$ cat src/logic/wwd_pkg.sv
package wwd_pkg;

   // counter and prescaler widths
   localparam int unsigned CNT_W   = 32;
   localparam int unsigned PRE_W   = 8;
   localparam int unsigned PRE_SEL_W = 3;

   // reset values of the counter and the prescaler divider
   localparam logic [CNT_W-1:0] CNT_RST = 32'h0000_0000;
   localparam logic [PRE_W-1:0] PRE_RST = 8'h00;

   // synchroniser depth for the service strobe pin
   localparam int unsigned SYNC_STAGES = 2;

   // configuration carried as one bundle
   typedef struct packed {
      logic                 enable;
      logic                 win_enable;
      logic                 irq_en;
      logic                 rst_en;
      logic [PRE_SEL_W-1:0] pre_sel;
      logic [CNT_W-1:0]     timeout;
      logic [CNT_W-1:0]     win_open;
   } wwd_cfg_s;

   // timeout responses leaving the block
   typedef struct packed {
      logic irq;
      logic sys_rst;
      logic wake;
   } wwd_resp_s;

   typedef enum logic [1:0] {
      WWD_OFF,
      WWD_RUN,
      WWD_FIRED
   } wwd_state_e;

endpackage

$ cat src/logic/wwd_prescaler.sv
`timescale 1ns/1ps
module wwd_prescaler
   import wwd_pkg::*;
(
   input  wire logic                 clk_i,
   input  wire logic                 rst_n_i,
   input  wire logic                 run_i,
   input  wire logic [PRE_SEL_W-1:0] sel_i,
   output logic                      tick_o
);

   typedef struct packed {
      logic [PRE_W-1:0] div;
   } wwd_pre_s;

   wwd_pre_s st_q;
   wwd_pre_s st_d;

   // tick when the low sel bits of the divider are all ones: divide by 2**sel
   function automatic logic tick_of(input logic [PRE_W-1:0] v, input logic [PRE_SEL_W-1:0] s);
      logic [PRE_W-1:0] m;
      m = PRE_W'((9'h001 << s) - 9'h001);
      return (v & m) == m;
   endfunction

   always_comb begin
      st_d = st_q;
      if (!run_i) begin
         st_d.div = PRE_RST;
      end else begin
         st_d.div = st_q.div + 8'h01;
      end
   end

   assign tick_o = run_i && tick_of(st_q.div, sel_i);

   always_ff @(posedge clk_i or negedge rst_n_i) begin
      if (!rst_n_i) begin
         st_q <= '0;
      end else begin
         st_q <= st_d;
      end
   end

endmodule

$ cat src/logic/wwd_top.sv
`timescale 1ns/1ps
// Contract
// - A 32-bit counter runs freely while enabled and advances on ticks of a prescaler with selectable division.
// - A count that reaches the timeout without service declares a timeout event.
// - A timeout raises the configured responses: interrupt request, system reset request, or both.
// - Either response steers execution back to a known good location.
// - With windowing on, a service counts only inside the configured window.
// - A watchdog interrupt can wake the device from the coprocessor low-power mode.
// - The low-power instance can wake the device from micro-power mode.
module wwd_top
   import wwd_pkg::*;
#(
   parameter bit LOW_POWER_INST = 1'b0
)
(
   input  wire logic      clk_i,
   input  wire logic      arst_n_i,
   input  wire wwd_cfg_s  cfg_i,
   input  wire logic      service_i,
   input  wire logic      irq_clr_i,
   input  wire logic      lpm_i,
   input  wire logic      upm_i,
   output logic           irq_o,
   output logic           sys_rst_o,
   output logic           wake_o,
   output logic           restart_o,
   output logic           early_o,
   output logic [CNT_W-1:0] count_o
);

   // reset release through two flops
   logic [1:0] rst_sync_q;
   logic       rst_n;

   always_ff @(posedge clk_i or negedge arst_n_i) begin
      if (!arst_n_i) begin
         rst_sync_q <= 2'b00;
      end else begin
         rst_sync_q <= {rst_sync_q[0], 1'b1};
      end
   end
   assign rst_n = rst_sync_q[1];

   typedef struct packed {
      logic [SYNC_STAGES-1:0] svc_sync;
      logic                   svc_last;
      wwd_state_e             state;
      logic [CNT_W-1:0]       count;
      wwd_resp_s              resp;
      logic                   restart;
      logic                   early;
   } wwd_st_s;

   wwd_st_s st_q;
   wwd_st_s st_d;
   logic    tick;
   logic    svc_pulse;
   logic    expired;
   logic    too_early;
   logic    asleep;

   // prescaler, kept counting only while the watchdog runs
   wwd_prescaler u_pre (
      .clk_i   (clk_i),
      .rst_n_i (rst_n),
      .run_i   (st_q.state == WWD_RUN),
      .sel_i   (cfg_i.pre_sel),
      .tick_o  (tick)
   );

   // service strobe comes from a pin: only the second stage is looked at
   assign svc_pulse = st_q.svc_sync[SYNC_STAGES-1] && !st_q.svc_last;
   assign expired   = st_q.count >= cfg_i.timeout;
   assign too_early = cfg_i.win_enable && st_q.count < cfg_i.win_open;
   // primary instance wakes only from lpm; low-power instance also from upm
   assign asleep    = lpm_i || (LOW_POWER_INST && upm_i);

   always_comb begin
      st_d          = st_q;
      st_d.svc_sync = {st_q.svc_sync[SYNC_STAGES-2:0], service_i};
      st_d.svc_last = st_q.svc_sync[SYNC_STAGES-1];
      st_d.restart  = 1'b0;
      st_d.early    = 1'b0;
      st_d.resp.sys_rst = 1'b0;
      // interrupt is sticky: a new timeout beats a same-cycle clear
      if (irq_clr_i) begin
         st_d.resp.irq = 1'b0;
      end
      unique case (st_q.state)
         WWD_OFF: begin
            st_d.count = CNT_RST;
            if (cfg_i.enable) begin
               st_d.state = WWD_RUN;
            end
         end
         WWD_RUN: begin
            if (!cfg_i.enable) begin
               st_d.state = WWD_OFF;
            end else if (svc_pulse && too_early) begin
               st_d.early = 1'b1;
               st_d.state = WWD_FIRED;
            end else if (svc_pulse) begin
               st_d.count = CNT_RST;
            end else if (expired) begin
               st_d.state = WWD_FIRED;
            end else if (tick) begin
               st_d.count = st_q.count + 32'h0000_0001;
            end
         end
         WWD_FIRED: begin
            // one-shot reset request and restart, sticky interrupt, then start counting afresh
            st_d.resp.irq     = st_d.resp.irq | cfg_i.irq_en;
            st_d.resp.sys_rst = cfg_i.rst_en;
            st_d.restart      = cfg_i.irq_en | cfg_i.rst_en;
            st_d.count        = CNT_RST;
            st_d.state        = cfg_i.enable ? WWD_RUN : WWD_OFF;
         end
      endcase
      st_d.resp.wake = st_d.resp.irq && asleep;
   end

   always_ff @(posedge clk_i or negedge rst_n) begin
      if (!rst_n) begin
         st_q <= '{svc_sync: '0, svc_last: 1'b0, state: WWD_OFF, count: CNT_RST,
                   resp: '0, restart: 1'b0, early: 1'b0};
      end else begin
         st_q <= st_d;
      end
   end

   assign irq_o     = st_q.resp.irq;
   assign sys_rst_o = st_q.resp.sys_rst;
   assign wake_o    = st_q.resp.wake;
   assign restart_o = st_q.restart;
   assign early_o   = st_q.early;
   assign count_o   = st_q.count;

   // assertions
   property p_expire;
      @(posedge clk_i) disable iff (!rst_n)
         (st_q.state == WWD_RUN && cfg_i.enable && !svc_pulse && expired) |=> st_q.state == WWD_FIRED;
   endproperty
   a_expire: assert property (p_expire) else $error("expired count did not fire");

   property p_irq;
      @(posedge clk_i) disable iff (!rst_n)
         (st_q.state == WWD_FIRED && cfg_i.irq_en) |=> irq_o;
   endproperty
   a_irq: assert property (p_irq) else $error("irq missing after timeout");

   property p_rst;
      @(posedge clk_i) disable iff (!rst_n)
         sys_rst_o |-> $past(st_q.state) == WWD_FIRED && $past(cfg_i.rst_en);
   endproperty
   a_rst: assert property (p_rst) else $error("reset request without cause");

   property p_restart;
      @(posedge clk_i) disable iff (!rst_n)
         (irq_o && !$past(irq_o)) || sys_rst_o |-> restart_o;
   endproperty
   a_restart: assert property (p_restart) else $error("response without restart");

   property p_early;
      @(posedge clk_i) disable iff (!rst_n)
         (st_q.state == WWD_RUN && cfg_i.enable && svc_pulse && too_early)
            |=> early_o ##1 restart_o == (cfg_i.irq_en | cfg_i.rst_en);
   endproperty
   a_early: assert property (p_early) else $error("early service not punished");

   property p_service;
      @(posedge clk_i) disable iff (!rst_n)
         (st_q.state == WWD_RUN && cfg_i.enable && svc_pulse && !too_early) |=> count_o == CNT_RST;
   endproperty
   a_service: assert property (p_service) else $error("valid service did not restart count");

   property p_count;
      @(posedge clk_i) disable iff (!rst_n)
         (st_q.state == WWD_RUN && cfg_i.enable && !svc_pulse && !expired && tick)
            |=> count_o == $past(count_o) + 32'h0000_0001;
   endproperty
   a_count: assert property (p_count) else $error("count did not advance on tick");

   property p_wake;
      @(posedge clk_i) disable iff (!rst_n)
         wake_o |-> irq_o && $past(lpm_i || upm_i);
   endproperty
   a_wake: assert property (p_wake) else $error("wake without interrupt");

   property p_upm;
      @(posedge clk_i) disable iff (!rst_n)
         (!LOW_POWER_INST && wake_o) |-> $past(lpm_i);
   endproperty
   a_upm: assert property (p_upm) else $error("primary woke from upm");

   // a clear only loses when a new interrupt is raised in the same cycle
   property p_irq_clear;
      @(posedge clk_i) disable iff (!rst_n)
         (irq_o && irq_clr_i && !(st_q.state == WWD_FIRED && cfg_i.irq_en)) |=> !irq_o;
   endproperty
   a_irq_clear: assert property (p_irq_clear) else $error("interrupt not cleared");

   property p_restart_pulse;
      @(posedge clk_i) disable iff (!rst_n)
         restart_o |=> !restart_o;
   endproperty
   a_restart_pulse: assert property (p_restart_pulse) else $error("restart held longer than one cycle");

   property p_early_win;
      @(posedge clk_i) disable iff (!rst_n)
         early_o |-> $past(cfg_i.win_enable) && $past(st_q.count) < $past(cfg_i.win_open);
   endproperty
   a_early_win: assert property (p_early_win) else $error("early flag outside a closed window");

   property p_hold;
      @(posedge clk_i) disable iff (!rst_n)
         (st_q.state == WWD_RUN && cfg_i.enable && !svc_pulse && !expired && !tick)
            |=> count_o == $past(count_o);
   endproperty
   a_hold: assert property (p_hold) else $error("count moved without a tick");

   property p_off;
      @(posedge clk_i) disable iff (!rst_n)
         st_q.state == WWD_OFF |=> count_o == CNT_RST;
   endproperty
   a_off: assert property (p_off) else $error("count not cleared while off");

endmodule

$ cat config.mk
export PLATFORM = sky130hd
export DESIGN_NAME = wwd_top
export DESIGN_NICKNAME = d
export VERILOG_FILES = /design/src/logic/wwd_pkg.sv /design/src/logic/wwd_prescaler.sv /design/src/logic/wwd_top.sv
export SDC_FILE = /design/constraint.sdc
export NUM_CORES = 1
export LEC_CHECK = 0
export BUFFER_PORTS_ARGS = -buffer_cell sky130_fd_sc_hd__buf_2
export CAP_MARGIN = 10
export CORE_AREA = 2 2 99 101
export DETAILED_ROUTE_END_ITERATION = 7
export DIE_AREA = 0 0 101 103
export PLACE_DENSITY = 0.74
export SKIP_CTS_REPAIR_TIMING = 1
export SLEW_MARGIN = 0
export SYNTH_ARGS = -nofsm -noshare
export SYNTH_HDL_FRONTEND = slang
export SYNTH_SLANG_ARGS = --single-unit
$ cat constraint.sdc
create_clock -name clk_i -period 2 [get_ports clk_i]
set_input_delay 0.1 -clock clk_i [delete_from_list [all_inputs] [get_ports clk_i]]
set_output_delay 0.1 -clock clk_i [all_outputs]
set_load 0.01 [all_outputs]
# After elaboration in Yosys (flattened, before gate mapping)
# Cells that the tools add are included.
# W data, S select, Z words.
# word_totals
reg_bits	52
inputBits	77
output_inout_bits	37
wordCells	58
# op_classes
n_addsub	3
magnitude_cmp	2
n_eq_ne	10
n_shift	1
muxes	19
bitwise	3
reduce_logical	9
# ops
operator	count
$mux W32	5
$pmux W34 S3	1
$add A32 B1 Y32 const B	1
$ge A32 B32 Y1	1
$lt A32 B32 Y1	1
$mux W2	6
$add A8 B1 Y8 const B	1
$and A8 B8 Y8	1
$eq A8 B8 Y1	1
$mux W8	1
$ne A4 B4 Y1 const B	2
$shl A1 B3 Y8 const A	1
$sub A8 B1 Y8 const B	1
$mux W1	6
$ne A2 B2 Y1 const B	3
$ne A3 B3 Y1 const B	2
$logic_and A1 B1 Y1	5
$reduce_and A4 Y1	1
$reduce_and A3 Y1	1
$eq A2 B1 Y1 const B	1
$eq A2 B2 Y1 const B	1
$logic_not A2 Y1	1
$or A1 B1 Y1	2
$logic_not A1 Y1	1

# Logic depth before layout (Yosys ltp)
# Gate-level depths: netlist of run 1.
# logic_depth
ltp_word	11
ltp_mapped	11
ltp_nobuf	9

# By module
# Synthesis of run 1 repeated with hierarchy kept, for this count alone.
# hier_totals
hier_cells	558
area_unflattened_um2	4626.9
# by_module_without_submodules
module	instances	cells_per_inst	area_each_um2	seq_area_each_um2
wwd_top	1	523	4266.6	1101.1
wwd_prescaler	1	35	360.3	175.2

# Least setup slack after synthesis of run 1
# No wires, ideal clock.
# synth_timing
path_type	flip-flop to flip-flop
start	register st_q (netlist bit count_o[30])
end	register st_q (netlist bit count_o[25])
setup_ps	96
arrival_ps	2732
t_required_ps	1904
setup_slack_ps	-828
path_stages_with_launch	11
n_path_buf	2
synth_period_minus_slack_ps	2828
cell_sequence	dfrtp_1 > ha_1 > nand4_1 > or3_1 > or3_1 > a31oi_2 > o21ai_2 > or3_1 > buf_6 > buf_6 > o31ai_1
# synth_between
elab_chain_len	5
elab_cells_between_ends	7
classes_between	2 x order compare; 2 x eq/ne; 3 x reduce/logical
# synth_lines
item	line_no	source
from (decl)	wwd_top.sv:54	wwd_st_s st_q;
from (signal assigned)	wwd_top.sv:124	st_q <= '{svc_sync: '0, svc_last: 1'b0, state: WWD_OFF, count: CNT_RST,
from (signal assigned)	wwd_top.sv:127	st_q <= st_d;
$lt A32 B32 Y1	wwd_top.sv:74	assign too_early = cfg_i.win_enable && st_q.count < cfg_i.win_open;
$logic_and A1 B1 Y1	wwd_top.sv:74	
$logic_and A1 B1 Y1	wwd_top.sv:99	end else if (svc_pulse && too_early) begin
$ne A2 B2 Y1 (no line)	n/a	
$reduce_and A4 Y1 (no line) *	n/a	
# Mark *: on every way between the ends. The rest lies on a longest branch, timed or not.
# A chain may end at the register's enable or synchronous reset.

# Final worst setup path of run 1
# layout_timing
start	register st_q (netlist bit count_o[0])
end	register st_q (netlist bit count_o[11])
# layout_between
elab_chain_len	7
elab_cells_between_ends	14
classes_between	1 x add/sub; 2 x order compare; 2 x eq/ne; 6 x mux; 3 x reduce/logical
# layout_lines
item	line_no	source
$add A32 B1 Y32	wwd_top.sv:107	st_d.count = st_q.count + 32'h0000_0001;
$mux W32	wwd_top.sv:106	end else if (tick) begin
$mux W32	wwd_top.sv:104	end else if (expired) begin
$mux W32	wwd_top.sv:102	end else if (svc_pulse) begin
$mux W32	wwd_top.sv:99	
$mux W32	wwd_top.sv:97	if (!cfg_i.enable) begin
$pmux W34 S3	wwd_top.sv:89	unique case (st_q.state)
# Several ways; a longest one is shown, not always the timed one. The select of a mux whose other input is x is not followed.

==> key figures, run 1 <==
Outcome
  – Run status: complete, but fails checks
  – Failing checks: negative setup slack

Worst setup path
  – FF-to-FF setup slack: -0.84 ns
  – Reg2Reg Depth: 11
  – Buf/Inv on CP: 3
  – Max incr delay on CP: 0.47 ns
  – Critical path class: reg -> reg
  – Crit path from: count_o[0]
  – Slowest stage cell on the critical path: or3_4
  – FF-to-FF Start: count_o[0]
  – Critical path required time: 2.22 ns
  – Worst-path maximum fanout: 14
  – CP arrival: 3.06 ns
  – CP cell instances: inv_2 > ha_4 > nand2b_4 > a2111oi_4 > o211ai_1 > a31oi_1 > buf_4 > o211ai_1 > or3_4 > clkbuf_16 > o31ai_1
  – Endpoint class of the critical path: flip-flop
  – RR Endpoint: count_o[11]
  – Critical path launch point type: flip-flop
  – Crit path top cell by count: o211ai_1
  – Crit path max-delay family: compound AO/OA/AOI/OAI gates

Drt
  – DRT Pass-1 Iters: 7
  – Residual antenna-violating net count after detailed routing: 0
  – DR vias/cell: 5.79
  – Drt wl/cell: 16.3 um
  – Post-route DRC: 0
  – Via Count: 4788
  – Final Routed Wirelength: 13.5 mm
  – Iter 0 DRT Violations: 303

GRT
  – Top Usage Layer GRT: met2
  – Grt total ovfl: 0
  – M2 GR Usage: 44.9%
  – First-pass GRT wire length: 20.3 mm
  – Gr usage total: 24.0%
  – Initial antenna violation count: 0
  – Largest net degree at the start of global routing: 50
  – Met1 GRT Util: 28.6%
  – Vias in the first global route: 4569
  – Grt met3 use: 3.12%

Floorplan
  – Die area: 10400 um2
  – Die X: 101 um
  – IO Pins: 114
  – # rows: 36
  – Core area: 9460 um2
  – Initial core utilization: 48.3%
  – Die height: 103 um

Placement
  – Number of I/O port buffers: 112
  – Final HPWL from detailed placement: 9.87 mm
  – GPL Wtd Cong: 0.878

Power and ir drop
  – Clk network pwr share: 24.1%
  – Internal power: 1.95 mW
  – Leakage: 3.42 nW
  – Total chip power: 3.07 mW
  – Sw Share: 36.4%
  – Sw power: 1.12 mW
  – Sequential Power Share: 36.8%
  – IR Drop Worst-Case VDD: 436 uV
  – Comb power frac: 39.0%
  – Pwr per Cell Area: 492 nW/um2

Synthesis
  – Syn. warnings: 0
  – Number of synthesized register bits: 51
  – Synth area leader: dfrtp_1
  – Largest cells by area after synthesis: dfrtp_1, ha_1, inv_1
  – Dominant synthesized flop cell: dfrtp_1
  – Commonest cells in the netlist: inv_1, ha_1, dfrtp_1
  – Netlist cell types: 53
  – Net count after synthesis: 688
  – Mapped Area: 4570 um2
  – Post-synth ARST share: 100%
  – Syn Inst Count: 543
  – EDFF count, synth: 0
  – Seq/Total Area, Yosys: 27.9%
  – Area share of the largest cell type after synthesis: 27.9%
  – Count leader, synth: inv_1
  – Mean Syn Cell Area: 8.41 um2

STA
  – Setup slack after layout: -0.840 ns
  – Period utilisation layout: 142%
  – Slew Limit Fails: 0
  – Post-route minimum period: 2.84 ns
  – Final hold vios: 0
  – Endpoints failing setup: 34
  – Setup repair after global routing missed its margin: yes
  – Fin Clk Skew: 0.00681 ns
  – Fmax: 0.352 GHz
  – Worst slew pin tran: 0.624 ns
  – Slew headroom: 58.4%

Cells and area
  – Final core occ: 65.9%
  – Ant. Diodes: 0
  – P&R area growth vs syn: 36.5%
  – Nets: 857
  – Fraction of layout cells with a size suffix above 1: 36.7%

Flow run
  – Max-cap violation count: 0

Worst hold path
  – Hold path depth: 2
  – Hold Path Sink: restart_o
  – Worst hold path class: in -> reg
  – Min-delay src: cfg_i[68]

CTS
  – CTS Buffer Depth: 2
  – Clock sink total: 51
  – CTS H-tree depth: 2
  – Root buf cell: clkbuf_8
  – CTS tree: yes
  – Clk_lat worst skew: 0.31 ns
  – Clk slew on worst S/H paths: 0.09 ns
  – Total CTS buffers: 5
[sequential cells by signal, summed over array words and instances, names as in the netlist]
signal	count
rst_sync_q	2
wake_o	1
early_o	1
sys_rst_o	1
u_pre.st_q	7
restart_o	1
st_d	2
count_o	32
st_q	3
irq_o	1
[power groups by stage]
stage / clock network, mW / logic (mW) / registers [mW]
3_3_place_gp: 0 / 0.980 / 1.15
3_5_place_dp: 0 / 1.01 / 1.15
2_1_floorplan: 0 / 0.616 / 1.18
4_1_cts: 0.740 / 1.02 / 1.13
6_report: 0.740 / 1.20 / 1.13
5_1_grt: 0.787 / 1.31 / 1.14
[layer usage]
metal	wire length (um)	part of all wire, %
met1	5370	40
met5	0	0
met4	376	2.8
met2	6920	51
met3	841	6.2
[placed cells by master, fill, tap and decap left out, drive strengths merged, types with 2 or more instances in the layout]
master       Yosys  final
nand3           20     20
o32ai            7      7
ha              68     68
o31ai           10     10
a211oi           9      9
a221oi           2      2
dfrtp           51     51
inv             74     74
a21o             6      6
o22ai            2      2
nand2           45     45
o41ai            9      9
xnor2            4      4
nor2            23     23
nor2b            4      4
nand2b           5      5
o311ai          21     21
o211ai           5      5
o21ai           16     16
o21a             4      4
nor4             2      2
and2            15     15
buf             35    205
a31oi            8      8
a21oi           25     25
o21bai           2      2
nand4           18     18
and4             5      5
nor3             6      6
clkbuf          14      8
and3             6      6
o221ai           3      3
dlygate4sd3      0      4
or3              5      5
[worst max path at each step]
| stage | to | slack, ns | cells after the start |
|---|---|---|---|
| CTS | count_o[23] | -0.92 | 11 |
| finish | count_o[11] | -0.84 | 11 |
| floorplan | count_o[10] | -0.70 | 10 |
| global route | count_o[14] | -0.90 | 11 |
| global placement | count_o[14] | -0.72 | 9 |
| detailed placement | count_o[23] | -0.86 | 11 |
[layout make-up]
type,count,area (um2)
Sequential cell,51,1280
Timing Repair Buffer,211,1370
Fill cell,764,3220
Clock inverter,2,37.5
Clock buffer,6,72.6
Inverter,74,278
Multi-Input combinational cell,369,3060
Tap cell,114,143
[kinds of logic (layout without fill, tap and decap cells)]
logic type	after synthesis	in the layout	share of synthesized area, %
other	1	1	0.0821
and+or+nand+nor	157	157	17.5
buffers and inverters	123	293	13.1
muxes	1	1	0.219
adders and majority gates	68	68	18.6
AOI/OAI and AO/OA	137	137	21.6
xor gates and xnor gates	5	5	0.959
DFF	51	51	27.9
[per-stage QoR]
stage               hold WS [ns]  area (um2)  setup TNS (ns)  setup slack (ns)  cells
floorplan                 -0.196        4610          -21.21            -0.703    543
global placement          -0.115        5670          -22.08            -0.717    811
detailed placement        -0.114        5670          -25.40            -0.863    811
CTS                       -0.455        5780          -27.15            -0.918    819
global route             0.00942        6230          -28.63            -0.898    827
finish                   0.00137        6230          -26.22            -0.840    827
Power figures use the tool's default switching activity.
==> inputs of run 2 (changes only) <==
Settings changed: CORE_AREA 2 2 99 101 to 2 2 127 129, DIE_AREA 0 0 101 103 to 0 0 129 131, PLACE_DENSITY 0.74 to default.
==> run 2 against run 1 <==
- the run still ends with negative setup slack left
- clock-buffer cell count did not move
- combinational power fell by 7%
- first-iteration DRC count down 43%
- die area up 62%
- critical endpoint is now count_o[9]
- largest power group is now registers
- highest routed layer unchanged
==> key figures, run 2 (synthesized netlist as in run 1, its figures left out) <==
Drt
  – Post-route DRC: 0 (unchanged)
  – DRT Pass-1 Iters: 4 (-3)
  – Iter 0 DRT Violations: 172 (-43%)
  – Final Routed Wirelength: 13.2 mm (-2.2%)
  – DR vias/cell: 4.81 (-17%)
  – Residual antenna-violating net count after detailed routing: 0 (unchanged)
  – Drt wl/cell: 14.0 um (-14%)
  – Via Count: 4523 (-5.5%)

Worst hold path
  – Min-delay src: irq_clr_i
  – Worst hold path class: in -> reg
  – Hold path depth: 2 (unchanged)
  – Hold Path Sink: irq_o

Cells and area
  – Max reg flops: 32 (unchanged)
  – Commonest non-fill, non-tap cell in the layout: buf_2
  – P&R area growth vs syn: 39.7%
  – Fraction of layout cells with a size suffix above 1: 35.9% (-0.83 points)
  – Non-filler cells, final: 941 (+14%)
  – Filler cell count: 1603 (+110%)
  – Nets: 869 (+1.4%)
  – Commonest non-fill, non-tap cells in the layout: buf_2, buf_4, inv_1
  – Final core occ: 40.9% (-25 points)
  – Final instance area: 6380 um2 (+2.3%)

CTS
  – Total CTS buffers: 5 (unchanged)
  – CTS Buffer Depth: 2 (unchanged)
  – CTS H-tree depth: 2 (unchanged)
  – Root buf cell: clkbuf_16
  – CTS tree: yes
  – Clock sink total: 51 (unchanged)
  – Clk_lat worst skew: 0.30 ns (about the same)
  – Clk slew on worst S/H paths: 0.07 ns (-0.02 ns)

STA
  – Worst slew pin tran: 0.509 ns (-0.114 ns)
  – Fmax: 0.363 GHz (+3.1%)
  – Endpoints failing setup: 34 (unchanged)
  – Period utilisation layout: 138% (-4.2 points)
  – Post-route minimum period: 2.75 ns (-0.0846 ns)
  – Fin Clk Skew: 0.0103 ns (+0.00348 ns)
  – Slew Limit Fails: 0 (unchanged)
  – Final hold vios: 0 (unchanged)
  – Setup slack after layout: -0.755 ns (+0.0846 ns)
  – Final setup TNS: -23.45 ns (+2.77 ns)
  – Slew headroom: 66.0% (+7.5 points)
  – Setup repair after global routing missed its margin: yes

Floorplan
  – IO Pins: 114 (unchanged)
  – Initial core utilization: 29.3% (-19 points)
  – # rows: 46 (+28%)
  – Die X: 129 um (+28%)
  – Die height: 131 um (+27%)
  – Die area: 16900 um2 (+62%)
  – Core area: 15600 um2 (+65%)

Worst setup path
  – CP arrival: 2.95 ns (-0.11 ns)
  – Reg2Reg Depth: 9 (-2)
  – FF-to-FF setup slack: -0.75 ns (+0.08 ns)
  – Critical path required time: 2.20 ns (-0.02 ns)
  – Critical path launch point type: flip-flop
  – FF-to-FF Start: count_o[31]
  – Endpoint class of the critical path: flip-flop
  – RR Endpoint: count_o[9]
  – Critical path class: reg -> reg
  – Worst-path maximum fanout: 16 (+2)

Power and ir drop
  – Leakage: 3.39 nW (-0.73%)
  – Pwr per Cell Area: 506 nW/um2 (+2.9%)
  – IR Drop Worst-Case VDD: 276 uV (-37%)

GRT
  – Grt met3 use: 3.18% (+0.057 points)
  – Top Usage Layer GRT: met2
  – Largest net degree at the start of global routing: 50 (unchanged)
  – First-pass GRT wire length: 21.8 mm (+7.4%)
  – M2 GR Usage: 28.6% (-16 points)
  – Initial antenna violation count: 0 (unchanged)
  – Grt total ovfl: 0 (unchanged)
  – Gr usage total: 16.1% (-7.9 points)
  – Met1 GRT Util: 20.5% (-8.1 points)
  – Vias in the first global route: 4532 (-0.81%)

Placement
  – GPL Wtd Cong: 0.809 (-7.9%)
  – Pre-CTS worst setup slack: -0.881 ns (-0.0176 ns)
  – Number of I/O port buffers: 112 (unchanged)
  – Placed cell count: 927 (+14%)
  – Final HPWL from detailed placement: 10.5 mm (+6.1%)
  – DP Area: 5910 um2 (+4.1%)

Outcome
  – Run status: complete, but fails checks
  – Failing checks: negative setup slack

Flow run
  – Max-cap violation count: 0 (unchanged)
run 2: cell count changes in the layout (fill, tap and decap cells not counted), sizes merged:
cell,delta
clkbuf,-2
buf,+15
dlygate4sd3,-1
diode,+1
clkinvlp,-1
run 2: stage by stage:
step | hold slack, ns | total power [mW]
detailed placement | -0.111 | 2.19
floorplan | -0.196 | 1.79
CTS | -0.431 | 3.20
global placement | -0.112 | 2.18
global route | 0.0108 | 3.47
finish | 0.00133 | 3.23
run 2: worst max path at each step:
stage           startpoint           to  slack [ns]
4_1_cts        count_o[29]  count_o[14]       -0.91
5_1_grt         count_o[0]   count_o[9]       -0.88
3_5_place_dp   count_o[29]  count_o[14]       -0.88
3_3_place_gp   count_o[29]  count_o[23]       -0.79
6_report       count_o[31]   count_o[9]       -0.75
2_1_floorplan  count_o[29]  count_o[10]       -0.70
run 2: worst max-delay path, cell delays in order (launching register included):
cell	delay, ns
dfrtp_1	0.40
ha_4	0.27
nand4_1	0.14
or3_4	0.41
or3_4	0.36
a31oi_4	0.17
o21ai_2	0.09
or3_4	0.36
buf_12	0.17
o41ai_2	0.27
run 2: layer usage:
layer | routed length (um) | vias up
met5 | 0 | -
met4 | 85 | 0
met3 | 538 | 10
met2 | 6510 | 89
met1 | 6070 | 2108
li1 | - | 2316
run 2: final cells by class:
| type | instances | area, um2 | share of cell area, % |
|---|---|---|---|
| diodes | 1 | 2.50 | 0.0392 |
| clock buffers | 6 | 129 | 2.02 |
| clock inverters | 1 | 30.0 | 0.471 |
| inverters | 74 | 278 | 4.35 |
| multi-input cells | 369 | 2960 | 46.3 |
| flip-flops and latches | 51 | 1280 | 20.0 |
| well taps | 216 | 270 | 4.24 |
| repair buffers | 223 | 1440 | 22.5 |
run 2: power breakdown:
part | total, mW | switching (mW) | internal [mW]
Clock | 0.969 | 0.384 | 0.585
Combinational | 1.12 | 0.665 | 0.460
Sequential | 1.14 | 0.0472 | 1.09
Total | 3.23 | 1.10 | 2.13
==> inputs of run 3 (changes only) <==
Settings changed: RECOVER_POWER from default to 50.
==> run 3 against run 2 <==
- the flow still finishes with violations (negative setup slack)
- non-clock buffer count is the same
- routed wire length did not move
- register-to-register slack is essentially flat
- critical path depth stayed put
- largest power group unchanged
- highest routed layer unchanged
==> key figures, run 3 (synthesized netlist as in run 1, its figures left out) <==
Outcome
  – Run status: complete, but fails checks
  – Failing checks: negative setup slack

STA
  – Period utilisation layout: 138% (about the same)
  – Slew headroom: 14.4% (-52 points)
  – Fin Clk Skew: 0.0103 ns (-0.000000500 ns)
  – Final hold vios: 0 (unchanged)
  – Worst slew pin tran: 1.28 ns (+0.775 ns)
  – Hold WS: 0.00142 ns (+0.0000861 ns)
  – Setup repair after global routing missed its margin: yes
  – Setup slack after layout: -0.755 ns (+0.000119 ns)
  – Endpoints failing setup: 34 (unchanged)
  – Slew Limit Fails: 0 (unchanged)
  – Fmax: 0.363 GHz (about the same)
  – Post-route minimum period: 2.75 ns (-0.000119 ns)

CTS
  – Root buf cell: clkbuf_16
  – Total CTS buffers: 5 (unchanged)
  – Clk_lat worst skew: 0.30 ns (about the same)
  – CTS tree: yes
  – CTS Buffer Depth: 2 (unchanged)
  – Clock sink total: 51 (unchanged)
  – CTS H-tree depth: 2 (unchanged)
  – Clk slew on worst S/H paths: 0.07 ns (about the same)

Drt
  – DRT Pass-1 Iters: 4 (unchanged)
  – Final Routed Wirelength: 13.2 mm (unchanged)
  – Iter 0 DRT Violations: 172 (unchanged)
  – Residual antenna-violating net count after detailed routing: 0 (unchanged)
  – DR vias/cell: 4.80 (about the same)
  – Via Count: 4520 (-0.066%)
  – Post-route DRC: 0 (unchanged)
  – Drt wl/cell: 14.0 um (unchanged)

Floorplan
  – Core area: 15600 um2 (unchanged)
  – # rows: 46 (unchanged)
  – IO Pins: 114 (unchanged)
  – Die area: 16900 um2 (unchanged)
  – Die X: 129 um (unchanged)
  – Initial core utilization: 29.3% (unchanged)
  – Die height: 131 um (unchanged)

Worst setup path
  – Critical path launch point type: flip-flop
  – Critical path required time: 2.20 ns (about the same)
  – Critical path class: reg -> reg
  – Crit path max-delay family: simple AND/OR/NAND/NOR gates
  – Buf/Inv on CP: 1 (unchanged)
  – CP arrival: 2.95 ns (about the same)
  – Slowest stage cell on the critical path: or3_4
  – Worst-path maximum fanout: 16 (unchanged)
  – Crit path top cell by count: or3_4
  – FF-to-FF setup slack: -0.75 ns (about the same)
  – Max incr delay on CP: 0.41 ns (about the same)
  – Endpoint class of the critical path: flip-flop
  – CP cell instances: ha_4 > nand4_1 > or3_4 > or3_4 > a31oi_4 > o21ai_2 > or3_4 > buf_12 > o41ai_2

Cells and area
  – Nets: 869 (unchanged)
  – Max reg flops: 32 (unchanged)
  – Commonest non-fill, non-tap cell in the layout: buf_2
  – Fraction of layout cells with a size suffix above 1: 35.8% (-0.14 points)
  – P&R area growth vs syn: 39.3%
  – Commonest non-fill, non-tap cells in the layout: buf_2, buf_4, inv_1
  – Final core occ: 40.8% (-0.10 points)

GRT
  – Vias in the first global route: 4532 (unchanged)
  – Initial antenna violation count: 0 (unchanged)
  – First-pass GRT wire length: 21.8 mm (unchanged)
  – Largest net degree at the start of global routing: 50 (unchanged)
  – Grt total ovfl: 0 (unchanged)
  – Gr usage total: 16.1% (unchanged)

Placement
  – Number of I/O port buffers: 112 (unchanged)
  – GPL Wtd Cong: 0.809 (unchanged)
  – Pre-CTS worst setup slack: -0.881 ns (unchanged)
  – Final HPWL from detailed placement: 10.5 mm (unchanged)

Worst hold path
  – Worst hold path class: in -> reg

Power and ir drop
  – Total chip power: 3.22 mW (-0.14%)
  – IR Drop Worst-Case VDD: 276 uV (about the same)
  – Internal power: 2.13 mW (-0.18%)
  – Clk network pwr share: 30.1% (about the same)
  – Sw Share: 34.0% (about the same)
  – Leakage: 3.38 nW (-0.24%)
  – Comb power frac: 34.7% (about the same)
  – Sequential Power Share: 35.2% (about the same)
  – Sw power: 1.10 mW (about the same)
  – Pwr per Cell Area: 507 nW/um2 (+0.11%)

Flow run
  – Max-cap violation count: 0 (unchanged)
==> run 3: layout make-up <==
type | instances | area (um2)
Fill cell | 1604 | 9230
Clock inverter | 1 | 30.0
Multi-Input combinational cell | 369 | 2960
Sequential cell | 51 | 1280
Inverter | 74 | 278
Antenna cell | 1 | 2.50
Clock buffer | 6 | 129
Timing Repair Buffer | 223 | 1420
Tap cell | 216 | 270
==> run 3: worst paths after layout <==
path	startpoint	cells after the start	end
hold reg to reg	rst_sync_q[0]	0	rst_sync_q[1]
min in group asynchronous	arst_n_i	2	rst_sync_q[0]
hold / removal	irq_clr_i	2	irq_o
max in group asynchronous	rst_sync_q[1]	1	count_o[27]
setup / recovery	count_o[31]	9	count_o[9]
setup reg to reg	count_o[31]	9	count_o[9]
==> run 3: metal layers <==
metal | GRT usage, % | wire [um] | share of wire [%] | vias up
met3 | 3.18 | 542 | 4.1 | 10
met4 | 3.07 | 85 | 0.64 | 0
li1 | - | - | - | 2316
met2 | 28.6 | 6520 | 49 | 90
met1 | 20.5 | 6070 | 46 | 2104
met5 | 0 | 0 | 0 | -
==> run 3: power by group through the flow <==
stage | Sequential [mW] | Combinational (mW) | Clock, mW
after floorplan | 1.18 | 0.616 | 0
after global placement | 1.16 | 1.03 | 0
after detailed placement | 1.15 | 1.04 | 0
after CTS | 1.13 | 1.05 | 1.01
after global routing | 1.14 | 1.27 | 1.06
final | 1.14 | 1.12 | 0.969
==> run 3: stage by stage <==
step	area [um2]	TNS, ns	std cells
finish	6360	-23.45	941
global route	6360	-27.64	940
CTS	6070	-27.45	934
detailed placement	5910	-26.57	927
global placement	5910	-24.21	927
floorplan	4610	-21.21	543
